**config.mk**
```make
export PLATFORM = sky130hd
export DESIGN_NAME = eirq_ext_irq_ctrl
export DESIGN_NICKNAME = d
export VERILOG_FILES = /design/src/rtl/eirq_pkg.sv /design/src/rtl/eirq_filter.sv /design/src/rtl/eirq_addr_trap.sv /design/src/rtl/eirq_ext_irq_ctrl.sv
export SDC_FILE = /design/constraint.sdc
export NUM_CORES = 1
export LEC_CHECK = 0
export ABC_AREA = 1
export BUFFER_PORTS_ARGS = -buffer_cell sky130_fd_sc_hd__buf_2
export CORE_ASPECT_RATIO = 1.1
export CORE_MARGIN = 2
export CORE_UTILIZATION = 54
export CTS_CLUSTER_SIZE = 24
export DETAILED_ROUTE_END_ITERATION = 8
export PLACE_DENSITY = 0.84
export SYNTH_ARGS = -nofsm -noshare
export SYNTH_HDL_FRONTEND = slang
export SYNTH_HIERARCHICAL = 1
export SYNTH_SLANG_ARGS = --single-unit
export TNS_END_PERCENT = 1
```
**constraint.sdc**
```tcl
create_clock -name clk_sys_in -period 2.18 [get_ports clk_sys_in]
set_input_delay 0.436 -clock clk_sys_in [delete_from_list [all_inputs] [get_ports clk_sys_in]]
set_output_delay 0.436 -clock clk_sys_in [all_outputs]
set_load 0.02 [all_outputs]
```
**src/rtl/eirq_pkg.sv**
```systemverilog
package eirq_pkg;

    // control register location and field positions
    localparam logic [5:0] EIRQ_CTRL_ADDR    = 6'h37;
    localparam int         FLT_LEN_BIT       = 7;
    localparam int         PIN_FUNC_BIT      = 6;
    localparam int         EDGE_SEL_BIT      = 1;
    localparam logic [7:0] EIRQ_CTRL_RESET   = 8'h00;
    localparam logic [7:0] EIRQ_CTRL_MASK    = 8'hC2;

    // noise reject figures in high-frequency clock periods (clk_sys_in is that clock)
    localparam int REJ_AC_FC      = 2;
    localparam int ACC_AC_FC      = 7;
    localparam int REJ_B_SHORT_FC = 15;
    localparam int ACC_B_SHORT_FC = 49;
    localparam int REJ_B_LONG_FC  = 63;
    localparam int ACC_B_LONG_FC  = 193;
    localparam int LEN_SWITCH_FC  = 64;

    // filter counter width and thresholds taken midway between reject and accept
    localparam int         FLT_CNT_W     = 8;
    localparam logic [7:0] THRESH_AC     = 8'((REJ_AC_FC + ACC_AC_FC) / 2);
    localparam logic [7:0] THRESH_B_SHRT = 8'((REJ_B_SHORT_FC + ACC_B_SHORT_FC) / 2);
    localparam logic [7:0] THRESH_B_LONG = 8'((REJ_B_LONG_FC + ACC_B_LONG_FC) / 2);

    // pin idle level after reset (external interrupt pins idle high)
    localparam logic PIN_IDLE = 1'b1;

    // instruction fetch region forbidden for code (data memory and registers)
    localparam logic [15:0] TRAP_LO = 16'h0000;
    localparam logic [15:0] TRAP_HI = 16'h00FF;

endpackage

```
**src/rtl/eirq_filter.sv**
```systemverilog
`timescale 1ns/10ps
module eirq_filter
    import eirq_pkg::*;
(
    // clock and reset
    input  wire logic                 clk_sys_in,
    input  wire logic                 rst_in,
    // raw pin and threshold
    input  wire logic                 pin_in,
    input  wire logic [FLT_CNT_W-1:0] thresh_in,
    // filtered level and edges
    output logic                      level_out,
    output logic                      rise_out,
    output logic                      fall_out
);

    logic                 sync1_q;
    logic                 sync2_q;
    logic [FLT_CNT_W-1:0] cnt_q;
    logic [FLT_CNT_W-1:0] cnt_inc;

    assign cnt_inc = cnt_q + 8'h01;

    // two-stage synchroniser; only sync2_q is looked at
    always_ff @(posedge clk_sys_in or posedge rst_in) begin
        if (rst_in) begin
            sync1_q <= PIN_IDLE;
            sync2_q <= PIN_IDLE;
        end else begin
            sync1_q <= pin_in;
            sync2_q <= sync1_q;
        end
    end

    // count consecutive samples that differ from the accepted level; any
    // return to the old level restarts the count, so short glitches vanish
    always_ff @(posedge clk_sys_in or posedge rst_in) begin
        if (rst_in) begin
            cnt_q     <= '0;
            level_out <= PIN_IDLE;
            rise_out  <= 1'b0;
            fall_out  <= 1'b0;
        end else begin
            rise_out <= 1'b0;
            fall_out <= 1'b0;
            if (sync2_q == level_out) begin
                cnt_q <= '0;
            end else if (cnt_inc >= thresh_in) begin
                cnt_q     <= '0;
                level_out <= sync2_q;
                rise_out  <= sync2_q;
                fall_out  <= !sync2_q;
            end else begin
                cnt_q <= cnt_inc;
            end
        end
    end

    chk_flt_stable_count: assert property (@(posedge clk_sys_in) disable iff (rst_in)
        $changed(level_out) |-> ($past(cnt_q) + 8'h01 >= $past(thresh_in)))
        else $error("filter level changed before the stable count was reached");

endmodule

```
**src/rtl/eirq_addr_trap.sv**
```systemverilog
`timescale 1ns/10ps
module eirq_addr_trap
    import eirq_pkg::*;
(
    // clock and reset
    input  wire logic        clk_sys_in,
    input  wire logic        rst_in,
    // fetch monitor
    input  wire logic        fetch_valid_in,
    input  wire logic [15:0] fetch_addr_in,
    input  wire logic        trap_reset_sel_in,
    input  wire logic        trap_ack_in,
    // results
    output logic             trap_reset_out,
    output logic             trap_irq_out,
    output logic             trap_abort_out
);

    logic hit;

    // a fetch inside the forbidden region is a trap
    assign hit = fetch_valid_in && (fetch_addr_in >= TRAP_LO) && (fetch_addr_in <= TRAP_HI);

    // reset request and abort are single pulses; the interrupt is sticky and
    // does not look at any NMI state, so it preempts an NMI service
    always_ff @(posedge clk_sys_in or posedge rst_in) begin
        if (rst_in) begin
            trap_reset_out <= 1'b0;
            trap_irq_out   <= 1'b0;
            trap_abort_out <= 1'b0;
        end else begin
            trap_reset_out <= hit && trap_reset_sel_in;
            trap_abort_out <= hit && !trap_reset_sel_in;
            if (hit && !trap_reset_sel_in) begin
                trap_irq_out <= 1'b1;
            end else if (trap_ack_in) begin
                trap_irq_out <= 1'b0;
            end
        end
    end

    chk_trap_reset_sel: assert property (@(posedge clk_sys_in) disable iff (rst_in)
        hit && trap_reset_sel_in |=> trap_reset_out && !trap_abort_out)
        else $error("trap with reset selected did not raise reset");

    chk_trap_irq_sel: assert property (@(posedge clk_sys_in) disable iff (rst_in)
        hit && !trap_reset_sel_in |=> trap_irq_out && trap_abort_out && !trap_reset_out)
        else $error("trap with interrupt selected did not raise interrupt");

endmodule

```
**src/rtl/eirq_ext_irq_ctrl.sv**
```systemverilog
`timescale 1ns/10ps
module eirq_ext_irq_ctrl
    import eirq_pkg::*;
(
    // clock and reset
    input  wire logic        clk_sys_in,
    input  wire logic        rst_in,
    // special function register access
    input  wire logic [5:0]  sfr_addr_in,
    input  wire logic        sfr_wr_in,
    input  wire logic        sfr_rd_in,
    input  wire logic [7:0]  sfr_wdata_in,
    output logic      [7:0]  sfr_rdata_out,
    // external interrupt pins
    input  wire logic        shared_port_bit_in,
    input  wire logic        ext_irq_b_in,
    input  wire logic        ext_irq_c_in,
    // shared pin port function
    input  wire logic        port_latch_in,
    input  wire logic        port_dir_out_in,
    output logic             shared_port_bit_out,
    output logic             shared_port_bit_oe_out,
    output logic             shared_port_bit_rd_out,
    // cpu interrupt interface
    input  wire logic        master_irq_enable_in,
    input  wire logic        irq_a_enable_flag_in,
    input  wire logic        irq_b_enable_flag_in,
    input  wire logic        irq_c_enable_flag_in,
    input  wire logic        irq_a_clear_in,
    input  wire logic        irq_b_clear_in,
    input  wire logic        irq_c_clear_in,
    input  wire logic        nmi_active_in,
    output logic             irq_a_latch_out,
    output logic             irq_b_latch_out,
    output logic             irq_c_latch_out,
    output logic             irq_a_req_out,
    output logic             irq_b_req_out,
    output logic             irq_c_req_out,
    // address trap
    input  wire logic        fetch_valid_in,
    input  wire logic [15:0] fetch_addr_in,
    input  wire logic        wdt_trap_reset_sel_in,
    input  wire logic        trap_ack_in,
    output logic             trap_reset_out,
    output logic             address_trap_irq_out,
    output logic             trap_abort_out
);

    logic [7:0]           ext_irq_ctrl_q;
    logic                 filter_len_sel;
    logic                 pin_func_sel;
    logic                 edge_polarity_sel;
    logic [FLT_CNT_W-1:0] thresh_b;
    logic                 a_fall;
    logic                 b_rise;
    logic                 b_fall;
    logic                 c_fall;
    logic                 b_edge;
    logic                 ctrl_hit;

    assign filter_len_sel    = ext_irq_ctrl_q[FLT_LEN_BIT];
    assign pin_func_sel      = ext_irq_ctrl_q[PIN_FUNC_BIT];
    assign edge_polarity_sel = ext_irq_ctrl_q[EDGE_SEL_BIT];
    assign ctrl_hit          = (sfr_addr_in == EIRQ_CTRL_ADDR);

    // control register; unimplemented bits are never stored so they read zero
    always_ff @(posedge clk_sys_in or posedge rst_in) begin
        if (rst_in) begin
            ext_irq_ctrl_q <= EIRQ_CTRL_RESET;
        end else if (sfr_wr_in && ctrl_hit) begin
            ext_irq_ctrl_q <= sfr_wdata_in & EIRQ_CTRL_MASK;
        end
    end

    // read data registered one cycle after the strobe; other addresses give zero
    always_ff @(posedge clk_sys_in or posedge rst_in) begin
        if (rst_in) begin
            sfr_rdata_out <= 8'h00;
        end else if (sfr_rd_in && ctrl_hit) begin
            sfr_rdata_out <= ext_irq_ctrl_q;
        end else begin
            sfr_rdata_out <= 8'h00;
        end
    end

    // threshold follows the length bit at once, well inside the 64-period limit;
    // a count in flight is judged against the new threshold, which is why
    // software keeps the input disabled while rewriting
    assign thresh_b = filter_len_sel ? THRESH_B_SHRT : THRESH_B_LONG;

    // shared pin: the port drives only when the interrupt function is off
    always_ff @(posedge clk_sys_in or posedge rst_in) begin
        if (rst_in) begin
            shared_port_bit_out    <= 1'b0;
            shared_port_bit_oe_out <= 1'b0;
            shared_port_bit_rd_out <= 1'b0;
        end else begin
            shared_port_bit_out    <= port_latch_in;
            shared_port_bit_oe_out <= port_dir_out_in && !pin_func_sel;
            shared_port_bit_rd_out <= shared_port_bit_in;
        end
    end

    // three noise filters; a and c share the fixed threshold
    eirq_filter u_filt_a (
        .clk_sys_in (clk_sys_in),
        .rst_in     (rst_in),
        .pin_in     (shared_port_bit_in),
        .thresh_in  (THRESH_AC),
        .level_out  (),
        .rise_out   (),
        .fall_out   (a_fall)
    );

    eirq_filter u_filt_b (
        .clk_sys_in (clk_sys_in),
        .rst_in     (rst_in),
        .pin_in     (ext_irq_b_in),
        .thresh_in  (thresh_b),
        .level_out  (),
        .rise_out   (b_rise),
        .fall_out   (b_fall)
    );

    eirq_filter u_filt_c (
        .clk_sys_in (clk_sys_in),
        .rst_in     (rst_in),
        .pin_in     (ext_irq_c_in),
        .thresh_in  (THRESH_AC),
        .level_out  (),
        .rise_out   (),
        .fall_out   (c_fall)
    );

    // edge choice for input b
    assign b_edge = edge_polarity_sel ? b_fall : b_rise;

    // latches; a set in the same cycle as a clear wins. a port-mode pin that
    // toggles its own output cannot set a falsely, as latch a sets only while the function bit is on
    always_ff @(posedge clk_sys_in or posedge rst_in) begin
        if (rst_in) begin
            irq_a_latch_out <= 1'b0;
        end else if (a_fall && pin_func_sel) begin
            irq_a_latch_out <= 1'b1;
        end else if (irq_a_clear_in) begin
            irq_a_latch_out <= 1'b0;
        end
    end

    always_ff @(posedge clk_sys_in or posedge rst_in) begin
        if (rst_in) begin
            irq_b_latch_out <= 1'b0;
        end else if (b_edge) begin
            irq_b_latch_out <= 1'b1;
        end else if (irq_b_clear_in) begin
            irq_b_latch_out <= 1'b0;
        end
    end

    always_ff @(posedge clk_sys_in or posedge rst_in) begin
        if (rst_in) begin
            irq_c_latch_out <= 1'b0;
        end else if (c_fall) begin
            irq_c_latch_out <= 1'b1;
        end else if (irq_c_clear_in) begin
            irq_c_latch_out <= 1'b0;
        end
    end

    // requests to the cpu: latch gated by master and individual enables
    always_ff @(posedge clk_sys_in or posedge rst_in) begin
        if (rst_in) begin
            irq_a_req_out <= 1'b0;
            irq_b_req_out <= 1'b0;
            irq_c_req_out <= 1'b0;
        end else begin
            irq_a_req_out <= irq_a_latch_out && master_irq_enable_in
                             && irq_a_enable_flag_in && pin_func_sel;
            irq_b_req_out <= irq_b_latch_out && master_irq_enable_in && irq_b_enable_flag_in;
            irq_c_req_out <= irq_c_latch_out && master_irq_enable_in && irq_c_enable_flag_in;
        end
    end

    // address trap detection, selected by the watchdog control bit
    eirq_addr_trap u_trap (
        .clk_sys_in        (clk_sys_in),
        .rst_in            (rst_in),
        .fetch_valid_in    (fetch_valid_in),
        .fetch_addr_in     (fetch_addr_in),
        .trap_reset_sel_in (wdt_trap_reset_sel_in),
        .trap_ack_in       (trap_ack_in),
        .trap_reset_out    (trap_reset_out),
        .trap_irq_out      (address_trap_irq_out),
        .trap_abort_out    (trap_abort_out)
    );

    // checks on the control register and latches
    chk_ctrl_reserved_zero: assert property (@(posedge clk_sys_in) disable iff (rst_in)
        sfr_rd_in && !ctrl_hit |=> sfr_rdata_out == 8'h00 && (ext_irq_ctrl_q & 8'h3D) == 8'h00)
        else $error("reserved control bits or unmapped read not zero");

    chk_ctrl_write_read: assert property (@(posedge clk_sys_in) disable iff (rst_in)
        sfr_wr_in && ctrl_hit ##1 sfr_rd_in && ctrl_hit && !sfr_wr_in
        |=> sfr_rdata_out == ($past(sfr_wdata_in, 2) & 8'hC2))
        else $error("control register did not read back the written fields");

    chk_pin_func_gate: assert property (@(posedge clk_sys_in) disable iff (rst_in)
        !pin_func_sel && !irq_a_latch_out |=> !irq_a_latch_out)
        else $error("latch a set while shared pin is a port");

    chk_pad_input_mode: assert property (@(posedge clk_sys_in) disable iff (rst_in)
        pin_func_sel |=> !shared_port_bit_oe_out)
        else $error("shared pin driven while routed to interrupt a");

    chk_a_fall_sets: assert property (@(posedge clk_sys_in) disable iff (rst_in)
        a_fall && pin_func_sel |=> irq_a_latch_out ##1 irq_a_latch_out || $past(irq_a_clear_in))
        else $error("falling edge on input a not latched");

    chk_b_edge_select: assert property (@(posedge clk_sys_in) disable iff (rst_in)
        (b_rise && !edge_polarity_sel) || (b_fall && edge_polarity_sel) |=> irq_b_latch_out)
        else $error("selected edge on input b not latched");

    chk_b_wrong_edge: assert property (@(posedge clk_sys_in) disable iff (rst_in)
        !irq_b_latch_out && b_rise && edge_polarity_sel |=> !irq_b_latch_out)
        else $error("unselected edge on input b latched");

    chk_b_threshold: assert property (@(posedge clk_sys_in) disable iff (rst_in)
        $rose(filter_len_sel) |-> thresh_b == 8'h20 ##1 thresh_b == 8'h20 || !filter_len_sel)
        else $error("short filter threshold not applied");

    chk_c_fall_sets: assert property (@(posedge clk_sys_in) disable iff (rst_in)
        c_fall |=> irq_c_latch_out)
        else $error("falling edge on input c not latched");

    chk_a_req_cause: assert property (@(posedge clk_sys_in) disable iff (rst_in)
        $rose(irq_a_req_out) |-> $past(master_irq_enable_in) && $past(irq_a_enable_flag_in)
                                 && $past(pin_func_sel) && $past(irq_a_latch_out))
        else $error("request a raised without all enables");

    // the trap must not wait for an nmi service to finish
    chk_trap_in_nmi: assert property (@(posedge clk_sys_in) disable iff (rst_in)
        nmi_active_in && fetch_valid_in && fetch_addr_in <= TRAP_HI && !wdt_trap_reset_sel_in
        |=> trap_abort_out && address_trap_irq_out)
        else $error("trap during nmi not taken at once");

    chk_trap_no_fetch: assert property (@(posedge clk_sys_in) disable iff (rst_in)
        !fetch_valid_in |=> !trap_reset_out && !trap_abort_out)
        else $error("trap raised without a fetch");

    chk_trap_outside: assert property (@(posedge clk_sys_in) disable iff (rst_in)
        fetch_valid_in && fetch_addr_in > TRAP_HI |=> !trap_reset_out && !trap_abort_out)
        else $error("trap raised for a permitted fetch");

    // register side: masked store, no stray updates, idle read data
    chk_ctrl_write_mask: assert property (@(posedge clk_sys_in) disable iff (rst_in)
        sfr_wr_in && ctrl_hit |=> ext_irq_ctrl_q == ($past(sfr_wdata_in) & 8'hC2))
        else $error("control write not stored with reserved bits dropped");

    chk_ctrl_no_stray_wr: assert property (@(posedge clk_sys_in) disable iff (rst_in)
        !(sfr_wr_in && ctrl_hit) |=> $stable(ext_irq_ctrl_q))
        else $error("control register changed without a write to it");

    chk_rdata_idle: assert property (@(posedge clk_sys_in) disable iff (rst_in)
        !sfr_rd_in |=> sfr_rdata_out == 8'h00)
        else $error("read data not zero without a read");

    // thresholds must sit between the reject and accept widths
    chk_b_long_range: assert property (@(posedge clk_sys_in) disable iff (rst_in)
        !filter_len_sel |-> thresh_b >= 8'h3F && thresh_b <= 8'hC1)
        else $error("long filter threshold outside reject and accept widths");

    chk_b_short_range: assert property (@(posedge clk_sys_in) disable iff (rst_in)
        filter_len_sel |-> thresh_b >= 8'h0F && thresh_b <= 8'h31)
        else $error("short filter threshold outside reject and accept widths");

    // latches set only on their own filtered edge
    chk_a_fall_only: assert property (@(posedge clk_sys_in) disable iff (rst_in)
        !irq_a_latch_out && !a_fall |=> !irq_a_latch_out)
        else $error("latch a set without a filtered falling edge");

    chk_b_edge_only: assert property (@(posedge clk_sys_in) disable iff (rst_in)
        !irq_b_latch_out && !b_edge |=> !irq_b_latch_out)
        else $error("latch b set without its selected edge");

    chk_c_fall_only: assert property (@(posedge clk_sys_in) disable iff (rst_in)
        !irq_c_latch_out && !c_fall |=> !irq_c_latch_out)
        else $error("latch c set without a filtered falling edge");

    chk_b_set_wins: assert property (@(posedge clk_sys_in) disable iff (rst_in)
        b_edge && irq_b_clear_in |=> irq_b_latch_out)
        else $error("clear beat a new edge on latch b");

    // requests stay low while any enable is missing
    chk_a_req_gate: assert property (@(posedge clk_sys_in) disable iff (rst_in)
        !pin_func_sel |=> !irq_a_req_out)
        else $error("request a raised while shared pin is a port");

    chk_a_req_enables: assert property (@(posedge clk_sys_in) disable iff (rst_in)
        !master_irq_enable_in || !irq_a_enable_flag_in |=> !irq_a_req_out)
        else $error("request a raised with an enable missing");

    chk_b_req_enables: assert property (@(posedge clk_sys_in) disable iff (rst_in)
        !master_irq_enable_in || !irq_b_enable_flag_in |=> !irq_b_req_out)
        else $error("request b raised with an enable missing");

    chk_c_req_enables: assert property (@(posedge clk_sys_in) disable iff (rst_in)
        !master_irq_enable_in || !irq_c_enable_flag_in |=> !irq_c_req_out)
        else $error("request c raised with an enable missing");

    // shared pin behaves as a plain port bit while the function bit is clear
    chk_port_out_follow: assert property (@(posedge clk_sys_in) disable iff (rst_in)
        port_dir_out_in && !pin_func_sel |=> shared_port_bit_oe_out)
        else $error("port output mode not driven onto the shared pin");

    chk_port_data_follow: assert property (@(posedge clk_sys_in) disable iff (rst_in)
        1'b1 |=> shared_port_bit_out == $past(port_latch_in))
        else $error("shared pin output does not follow the port latch");

    chk_shared_pin_rd: assert property (@(posedge clk_sys_in) disable iff (rst_in)
        1'b1 |=> shared_port_bit_rd_out == $past(shared_port_bit_in))
        else $error("shared pin read does not follow the pad");

    // main scenarios
    cov_a_latched: cover property (@(posedge clk_sys_in) disable iff (rst_in)
        pin_func_sel && a_fall ##2 irq_a_req_out);

    cov_b_long_filter: cover property (@(posedge clk_sys_in) disable iff (rst_in)
        !filter_len_sel && b_edge);

    cov_trap_during_nmi: cover property (@(posedge clk_sys_in) disable iff (rst_in)
        nmi_active_in && trap_abort_out);

    cov_trap_reset: cover property (@(posedge clk_sys_in) disable iff (rst_in)
        trap_reset_out);

    cov_b_wrong_edge: cover property (@(posedge clk_sys_in) disable iff (rst_in)
        edge_polarity_sel && b_rise && !irq_b_latch_out);

endmodule

```
==> results.tsv, run 1 <==
stage	metric	value	unit
status	outcome	completed	
job	drv_cap	0	
route	dr_total_vias	2390	
power_and_ir_drop	internal_power	0.001732	W
timing	post-route-period-util	93.34	%
cts	htreeDepth	2	
floorplan	coreArea	0.005465	mm2
global_route	track_usage	18.99	%
power_and_ir_drop	ir_drop	0.0004112	V
cts	cts_tree	yes	
power_and_ir_drop	pwr-share-comb	28.6	%
timing	whs	0.04166	ns
cells_and_area	utilization	66.96	%
cts	cts_sinks	55	
setup_path	cp_max_fo	8	
global_route	grt_max_degree	16	
floorplan	io_pins	70	
cells_and_area	diodes	0	
power_and_ir_drop	p_sw_share	32.07	%
cells_and_area	multiInputGateArea	0.001490	mm2
timing	setup_slack	0.1453	ns
cells_and_area	instances_no_fill	525	
route	viasPerCell	4.552	
timing	min_period	2.035	ns
setup_path	worstPathArrival	2.23	ns
route	dr.pass1.iters	4	
floorplan	chipWidth	76.35	um
setup_path	end_kind	register	
setup_path	cp-start-kind	register	
power_and_ir_drop	leakagePower	2.163	nW
power_and_ir_drop	p_per_area	696.6	mW/mm2
timing	final_hold_viol_count	0	
cells_and_area	area_growth	17.71	%
yosys	yosys_warnings	6	
route	wire_per_inst	10.45	um
timing	slew_viol_final	0	
setup_path	path_common_cell	nor2_1	
place	gp_congestion	0.8108	
route	drt-initial-drc-count	79	
place	hpwl	4484	um
power_and_ir_drop	seq_power_share	48.0	%
place	dp_cells	513	
setup_path	cp_slowest_cell	dfrtp_1	
cts	root_buffer	clkbuf_8	
route	drc_errors	0	
timing	slew_headroom	61.87	%
cts	clock_latency	0.31	ns
global_route	grt_overflow	0	
global_route	antenna_found_initial	0	
power_and_ir_drop	p_switching	0.0008177	W
global_route	grt_pass1_vias	2450	
setup_path	crit_type	reg2reg	
timing	setup_viol	0	
yosys	syn-cell-area	0.003109	mm2
global_route	grt_pass1_wl	9867	um
setup_path	required	2.37	ns
place	pre_cts_ws	0.09111	ns
setup_path	cpPeakStageDelay	0.40	ns
power_and_ir_drop	clkPwrFrac	23.3	%
yosys	syn_inst	368	
timing	fin_setup_tns	0	ns
cells_and_area	n_fill_cell	461	
timing	max_freq	491.5	MHz
timing	fin_skew	0.006253	ns
cts	clk_path_buf_depth	2	
worst_hold_path	hold_path_class	in2async	
floorplan	dieHeight	83.59	um
floorplan	fp-row-count	28	
cts	cts.clk_slew.worst_paths	0.09	ns
floorplan	die_area	0.006382	mm2
place	portBuffers	50	
setup_path	path_cells	ha_1 -> nand3_2 -> nor2_1 -> nand2_1 -> xor2_1 -> inv_1 -> ha_1 -> nand2_1 -> nor2_1 -> nand2_2 -> nand3_4 -> nor2_1	
floorplan	start_util	56.89	%
cts	cts_buffers	5	
yosys	postSynthAreaPerCell	8.449	um2
cells_and_area	drive_gt1_share	23.56	%
route	routed_wl	5485	um
timing	worst_slew_pin_slew	0.5712	ns
cells_and_area	fin_nets	526	
route	ant_nets	0	
cells_and_area	seqCellArea	0.001388	mm2
## registers in the layout, indices dropped and copies added (netlist names), 3 cells and up
register / count
sfr_rdata_out: 3
ext_irq_ctrl_q: 3
u_filt_c/cnt_q: 8
u_filt_b/cnt_q: 8
u_filt_a/cnt_q: 8
## power groups by stage
stage,registers (W),logic (W),clock network (W)
after floorplan,0.00123,0.000523,0
after global placement,0.00124,0.000637,0
after detailed placement,0.00125,0.000673,0
after CTS,0.00123,0.000680,0.000618
after global routing,0.00124,0.000856,0.000656
final,0.00122,0.000730,0.000595
## worst paths after layout
kind | from | to | slack [ns] | cells past startpoint
max reg2reg | u_filt_a/cnt_q[0] | u_filt_a/cnt_q[3] | 0.15 | 12
min in group clk_sys_in | ext_irq_b_in | u_filt_b/sync1_q | 0.22 | 1
max | u_filt_a/cnt_q[0] | u_filt_a/cnt_q[3] | 0.15 | 12
min | rst_in | u_trap/trap_abort_out | 0.04 | 2
min reg2reg | u_filt_c/sync1_q | u_filt_c/sync2_q | 0.36 | 0
max in group asynchronous | rst_in | shared_port_bit_oe_out | 1.57 | 2
## cells in the final DEF, fill, tap and decap left out, types with 7 or more instances in the layout
master,count
inv_1,79
dfstp_2,9
nand3_2,8
nor2_1,47
xor2_1,14
nand2_1,74
clkbuf_8,7
conb_1,27
a21oi_1,7
dfrtp_1,46
ha_1,26
buf_2,50
nor2_2,8
nand3_1,11
## metal layers
layer	vias up	part of all wire (%)	global-route usage, %
met5	-	0	0
met4	0	1.3	6.612
met3	8	3.9	4.329
met2	47	52	35.24
met1	1101	43	21.19
li1	1234	-	-
## final cells by class
class,instances,area share (%)
Multi-Input combinational cell,251,40.72
Sequential cell,55,37.91
Inverter,82,8.410
Timing Repair Buffer,54,7.658
Clock buffer,8,2.735
Tap cell,75,2.564
## worst max-delay path, delay by kind of cell (launching register included)
| family | cells | cell delay, ns |
|---|---|---|
| AND/OR/NAND/NOR | 8 | 0.79 |
| flip-flops | 1 | 0.40 |
| XOR/XNOR | 1 | 0.17 |
| buffers and inverters | 1 | 0.07 |
| adder cells (fa/ha/maj) | 2 | 0.48 |
## what timing repair did
action	4_1_cts	5_1_grt
hold buffers	0	0
endpoints found under the setup margin	0	21
setup buffers	0	4
gates resized for setup	0	6
## stage by stage
stage               total power [W]  instance area [um2]
CTS                        0.002526                 3610
detailed placement         0.001920                 3510
global route               0.002749                 3660
floorplan                  0.001756                 3203
finish                     0.002549                 3660
global placement           0.001878                 3510
Power figures use the tool's default switching activity.
==> run 2, diff against run 1 <==
Settings changed: GPL_ROUTABILITY_DRIVEN set to 0, PLACE_DENSITY 0.84 to 0.77, SLEW_MARGIN set to 10.
==> run 2 against run 1 <==
  * Via count down 0.13%
  * Flip-flop and latch count unchanged
  * Register-to-register slack about the same
  * Worst hold slack worse by 0.020 ns
  * Largest power group unchanged
  * Setup slack better by 0.0038 ns
==> results.tsv, run 2 (synthesis results as in run 1) <==
stage	metric	value	unit
status	outcome	completed	
floorplan	chipWidth	76.35	um
power_and_ir_drop	p_per_area	739.2	mW/mm2
route	dr_total_vias	2387	
power_and_ir_drop	ir_drop	0.0004522	V
route	dr.pass1.iters	4	
cts	root_buffer	clkbuf_8	
place	portBuffers	50	
setup_path	crit_type	reg2reg	
setup_path	cp-start-kind	register	
global_route	use_met3	3.355	%
route	viasPerCell	4.555	
cts	cts.clk_slew.worst_paths	0.09	ns
global_route	met2_usage	34.43	%
cells_and_area	layout_common_cells	inv_1, nand2_1, nor2_1, buf_2, dfrtp_1	
timing	min_period	2.031	ns
cts	cts_buffers	5	
floorplan	io_pins	70	
floorplan	fp-row-count	28	
setup_path	rr_worst_depth	12	
timing	final_hold_viol_count	0	
setup_path	required	2.38	ns
cells_and_area	final_common_cell	inv_1	
setup_path	end_kind	register	
timing	max_freq	492.4	MHz
global_route	grt_busiest_layer	met2	
setup_path	rrSetupSlack	0.15	ns
cells_and_area	reg.largest.list	u_filt_a/cnt_q (8), u_filt_b/cnt_q (8), u_filt_c/cnt_q (8)	
global_route	grt_max_degree	18	
timing	whs	0.02136	ns
timing	worst_slew_pin_slew	0.5996	ns
global_route	antenna_found_initial	0	
setup_path	r2r_end	u_filt_b/cnt_q[6]	
cells_and_area	area_growth	18.39	%
timing	slew_viol_final	0	
cts	htreeDepth	2	
timing	post-route-period-util	93.16	%
global_route	grt_overflow	0	
floorplan	start_util	56.89	%
route	drc_errors	0	
timing	setup_viol	0	
cts	clk_path_buf_depth	2	
global_route	grt_pass1_vias	2424	
cells_and_area	drive_gt1_share	22.94	%
setup_path	rr_startpoint	u_filt_b/cnt_q[0]	
cts	cts_tree	yes	
cells_and_area	fin_nets	525	
timing	setup_slack	0.1491	ns
setup_path	crit_path_start	u_filt_b/cnt_q[0]	
worst_hold_path	hold_path_class	in2async	
cells_and_area	diodes	0	
global_route	track_usage	18.75	%
place	hpwl	4400	um
route	ant_nets	0	
setup_path	cp_max_fo	8	
cts	cts_sinks	55	
timing	rsz0062_at_grt	yes	
timing	slew_headroom	59.98	%
global_route	grt_use_met1	20.88	%
route	drt-initial-drc-count	80	
power_and_ir_drop	leakagePower	2.172	nW
route	routed_wl	5526	um
floorplan	die_area	0.006382	mm2
setup_path	worstPathArrival	2.23	ns
setup_path	cp-endpoint	u_filt_b/cnt_q[6]	
cts	clock_latency	0.31	ns
floorplan	coreArea	0.005465	mm2
place	pre_cts_ws	0.1173	ns
global_route	grt_pass1_wl	9680	um
floorplan	dieHeight	83.59	um
route	wire_per_inst	10.55	um
timing	fin_skew	0.006744	ns
job	drv_cap	0	
run 2: cell count changes in the layout (fill, tap and decap cells not counted), sizes merged:
| cell | before | now |
|---|---|---|
| buf | 54 | 53 |
| clkinvlp | 0 | 1 |
| bufinv | 0 | 2 |
| clkbuf | 8 | 5 |
run 2: final cells by class:
class / count / area, um2
fillers: 470 / 1784
flip-flops and latches: 55 / 1388
clock inverters: 3 / 67.56
inverters: 82 / 307.8
multi-input cells: 251 / 1483
clock buffers: 5 / 68.82
well taps: 75 / 93.84
repair buffers: 53 / 272.8
run 2: per-layer routing:
metal  wire (um)  vias to the layer above
met2        2874                       46
met3         201                       13
met5           0                        -
li1            -                     1228
met4         156                        0
met1        2294                     1100
run 2: worst min path at each step:
stage | start | cells past startpoint | end
final | rst_in | 2 | u_trap/trap_reset_out
after floorplan | rst_in | 1 | u_trap/trap_abort_out
after detailed placement | u_filt_c/sync1_q | 0 | u_filt_c/sync2_q
after CTS | rst_in | 2 | u_trap/trap_reset_out
after global placement | rst_in | 2 | u_trap/trap_reset_out
after global routing | rst_in | 2 | u_trap/trap_irq_out
run 2: timing repair:
item | CTS | global route
endpoints found under the hold margin | 0 | 0
buffers inserted | 0 | 3
endpoints found under the setup margin | 0 | 17
hold buffers | 0 | 0
resized for setup | 0 | 3
run 2: stage by stage:
step	total power, W	instance area (um2)	utilization [%]	setup TNS (ns)	instances
6_report	0.002721	3681	67.35	0	524
5_1_grt	0.002943	3681	67.35	-0.008475	524
4_1_cts	0.002716	3646	66.71	0	521
3_5_place_dp	0.001922	3510	64.22	0	513
3_3_place_gp	0.001882	3510	64.22	0	513
2_1_floorplan	0.001756	3203	-	0	393
run 2: critical path, stage by stage (launching register included):
cell,delay (ns)
dfrtp_1,0.41
ha_1,0.22
nand3_2,0.09
nor2_1,0.10
nand2_1,0.07
xor2_1,0.17
inv_1,0.06
ha_1,0.27
nand2_1,0.06
nor2_1,0.19
nor2_4,0.08
nand3_4,0.14
nor2_1,0.06
run 2: report_power, final:
part / total [W] / internal (W) / switching, W
Combinational: 0.000715 / 0.000295 / 0.000419
Sequential: 0.00123 / 0.00114 / 0.0000884
Clock: 0.000781 / 0.000458 / 0.000323
Total: 0.00272 / 0.00189 / 0.000831
==> run 3, diff against run 2 <==
Settings changed: CORE_ASPECT_RATIO 1.1 to 1.5, PLACE_DENSITY 0.77 to 0.87.
==> run 3 against run 2 <==
  * Clock power about the same
  * Non-clock buffer count grew 4
  * Via count rose by 1.3%
  * Power rose by 1.4%
  * Global-route usage is 0.36 points higher
==> results.tsv, run 3 (synthesis results as in run 1) <==
stage	metric	value	unit
power_and_ir_drop	ir_drop	0.0004859	V
cts	cts_tree	yes	
global_route	track_usage	19.11	%
global_route	grt_pass1_wl	9591	um
cells_and_area	layout_common_cells	inv_1, nand2_1, buf_2	
timing	fin_skew	0.01193	ns
timing	final_hold_viol_count	0	
timing	rsz0062_at_grt	yes	
route	dr.pass1.iters	4	
timing	max_freq	471.2	MHz
timing	fin_setup_tns	0	ns
cts	root_buffer	clkbuf_8	
timing	min_period	2.122	ns
cts	htreeDepth	2	
setup_path	required	2.42	ns
route	routed_wl	5721	um
floorplan	dieHeight	96.94	um
cells_and_area	drive_gt1_share	25.17	%
route	drt-initial-drc-count	75	
cells_and_area	multiInputGateArea	0.001521	mm2
cells_and_area	utilization	67.59	%
cells_and_area	final_common_cell	inv_1	
cells_and_area	diodes	0	
global_route	grt_max_degree	17	
cts	cts_buffers	5	
global_route	grt_pass1_vias	2346	
cells_and_area	reg.largest.list	u_filt_a/cnt_q (8), u_filt_b/cnt_q (8), u_filt_c/cnt_q (8)	
status	outcome	completed	
cells_and_area	area_growth	20.28	%
cells_and_area	fin_nets	529	
route	dr_total_vias	2418	
floorplan	fp-row-count	33	
timing	whs	0.02387	ns
timing	slew_headroom	54.77	%
power_and_ir_drop	p_per_area	737.7	mW/mm2
job	drv_cap	0	
setup_path	rrSetupSlack	0.06	ns
power_and_ir_drop	leakagePower	2.198	nW
timing	slew_viol_final	0	
route	drc_errors	0	
setup_path	crit_type	reg2reg	
cells_and_area	seqCellArea	0.001388	mm2
place	hpwl	4341	um
cts	cts.clk_slew.worst_paths	0.09	ns
timing	post-route-period-util	97.35	%
setup_path	end_kind	register	
global_route	antenna_found_initial	0	
floorplan	die_area	0.006393	mm2
route	wire_per_inst	10.94	um
route	ant_nets	0	
cells_and_area	n_fill_cell	439	
place	portBuffers	50	
floorplan	chipWidth	65.96	um
timing	worst_slew_pin_slew	0.6776	ns
worst_hold_path	hold_path_class	in2async	
cts	cts_sinks	55	
floorplan	coreArea	0.005533	mm2
floorplan	io_pins	70	
timing	setup_viol	0	
cts	clock_latency	0.31	ns
setup_path	worstPathArrival	2.36	ns
setup_path	cp-start-kind	register	
floorplan	start_util	56.20	%
route	viasPerCell	4.623	
setup_path	cp_max_fo	8	
global_route	grt_overflow	0	
cts	clk_path_buf_depth	2	
-- run 3: cell count changes in the layout (fill, tap and decap cells not counted), moves of 3 or more --
cell    change
buf_4       +4
nor2_1      -4
nor2_2      +4
xor2_1      -3
xor2_2      +3
-- run 3: routing by layer --
metal,wire [um],part of all wire (%),vias up,global-route usage (%)
met3,201,3.5,7,3.256
li1,-,-,1233,-
met1,2354,41,1133,21.53
met2,3094,54,45,35.51
met5,0,0,-,0
met4,71,1.2,0,5.808
-- run 3: repair_timing --
action,in CTS,in global routing
gates resized for setup,0,11
buffers inserted,0,7
hold endpoints to repair,0,0
endpoints found under the setup margin,0,31
hold buffers,0,0
-- run 3: per-stage QoR --
step	cell area, um2	worst slack [ns]	total power [W]	instances
2_1_floorplan	3203	0.3260	0.001756	393
3_3_place_gp	3503	0.1616	0.001878	508
3_5_place_dp	3503	0.08719	0.001925	508
4_1_cts	3636	0.06476	0.002705	516
5_1_grt	3740	-0.08627	0.002947	523
6_report	3740	0.05770	0.002759	523
-- run 3: final cells by class --
type                    count  share of cell area [%]
clock buffers               6                   1.940
clock inverters             2                   1.606
inverters                  82                   8.230
multi-input cells         251                   40.68
flip-flops and latches     55                   37.10
well taps                  70                   2.342
repair buffers             57                   8.096
-- run 3: worst max-delay path: stages (launching register included) --
cell and delay, ns:
dfrtp_1 0.41, buf_4 0.14, nand3_2 0.09, inv_2 0.09, nand3_2 0.09, xor2_2 0.20
inv_1 0.07, ha_1 0.30, a21oi_2 0.14, nor2_2 0.06, nor2_4 0.17, nand3_4 0.17
nor2_1 0.14
-- run 3: final timing paths --
check / startpoint / end / depth (start not counted)
hold / removal: rst_in / u_trap/trap_abort_out / 2
min in group clk_sys_in: ext_irq_c_in / u_filt_c/sync1_q / 1
hold reg to reg: u_filt_c/sync1_q / u_filt_c/sync2_q / 0
max in group asynchronous: rst_in / ext_irq_ctrl_q[1] / 2
setup / recovery: u_filt_b/cnt_q[0] / u_filt_b/cnt_q[6] / 12
setup reg to reg: u_filt_b/cnt_q[0] / u_filt_b/cnt_q[6] / 12
-- run 3: power by group --
part | switching [W] | internal [W] | total, W
clock | 0.000321 | 0.000459 | 0.000780
sequential | 0.0000851 | 0.00114 | 0.00122
combinational | 0.000440 | 0.000317 | 0.000757
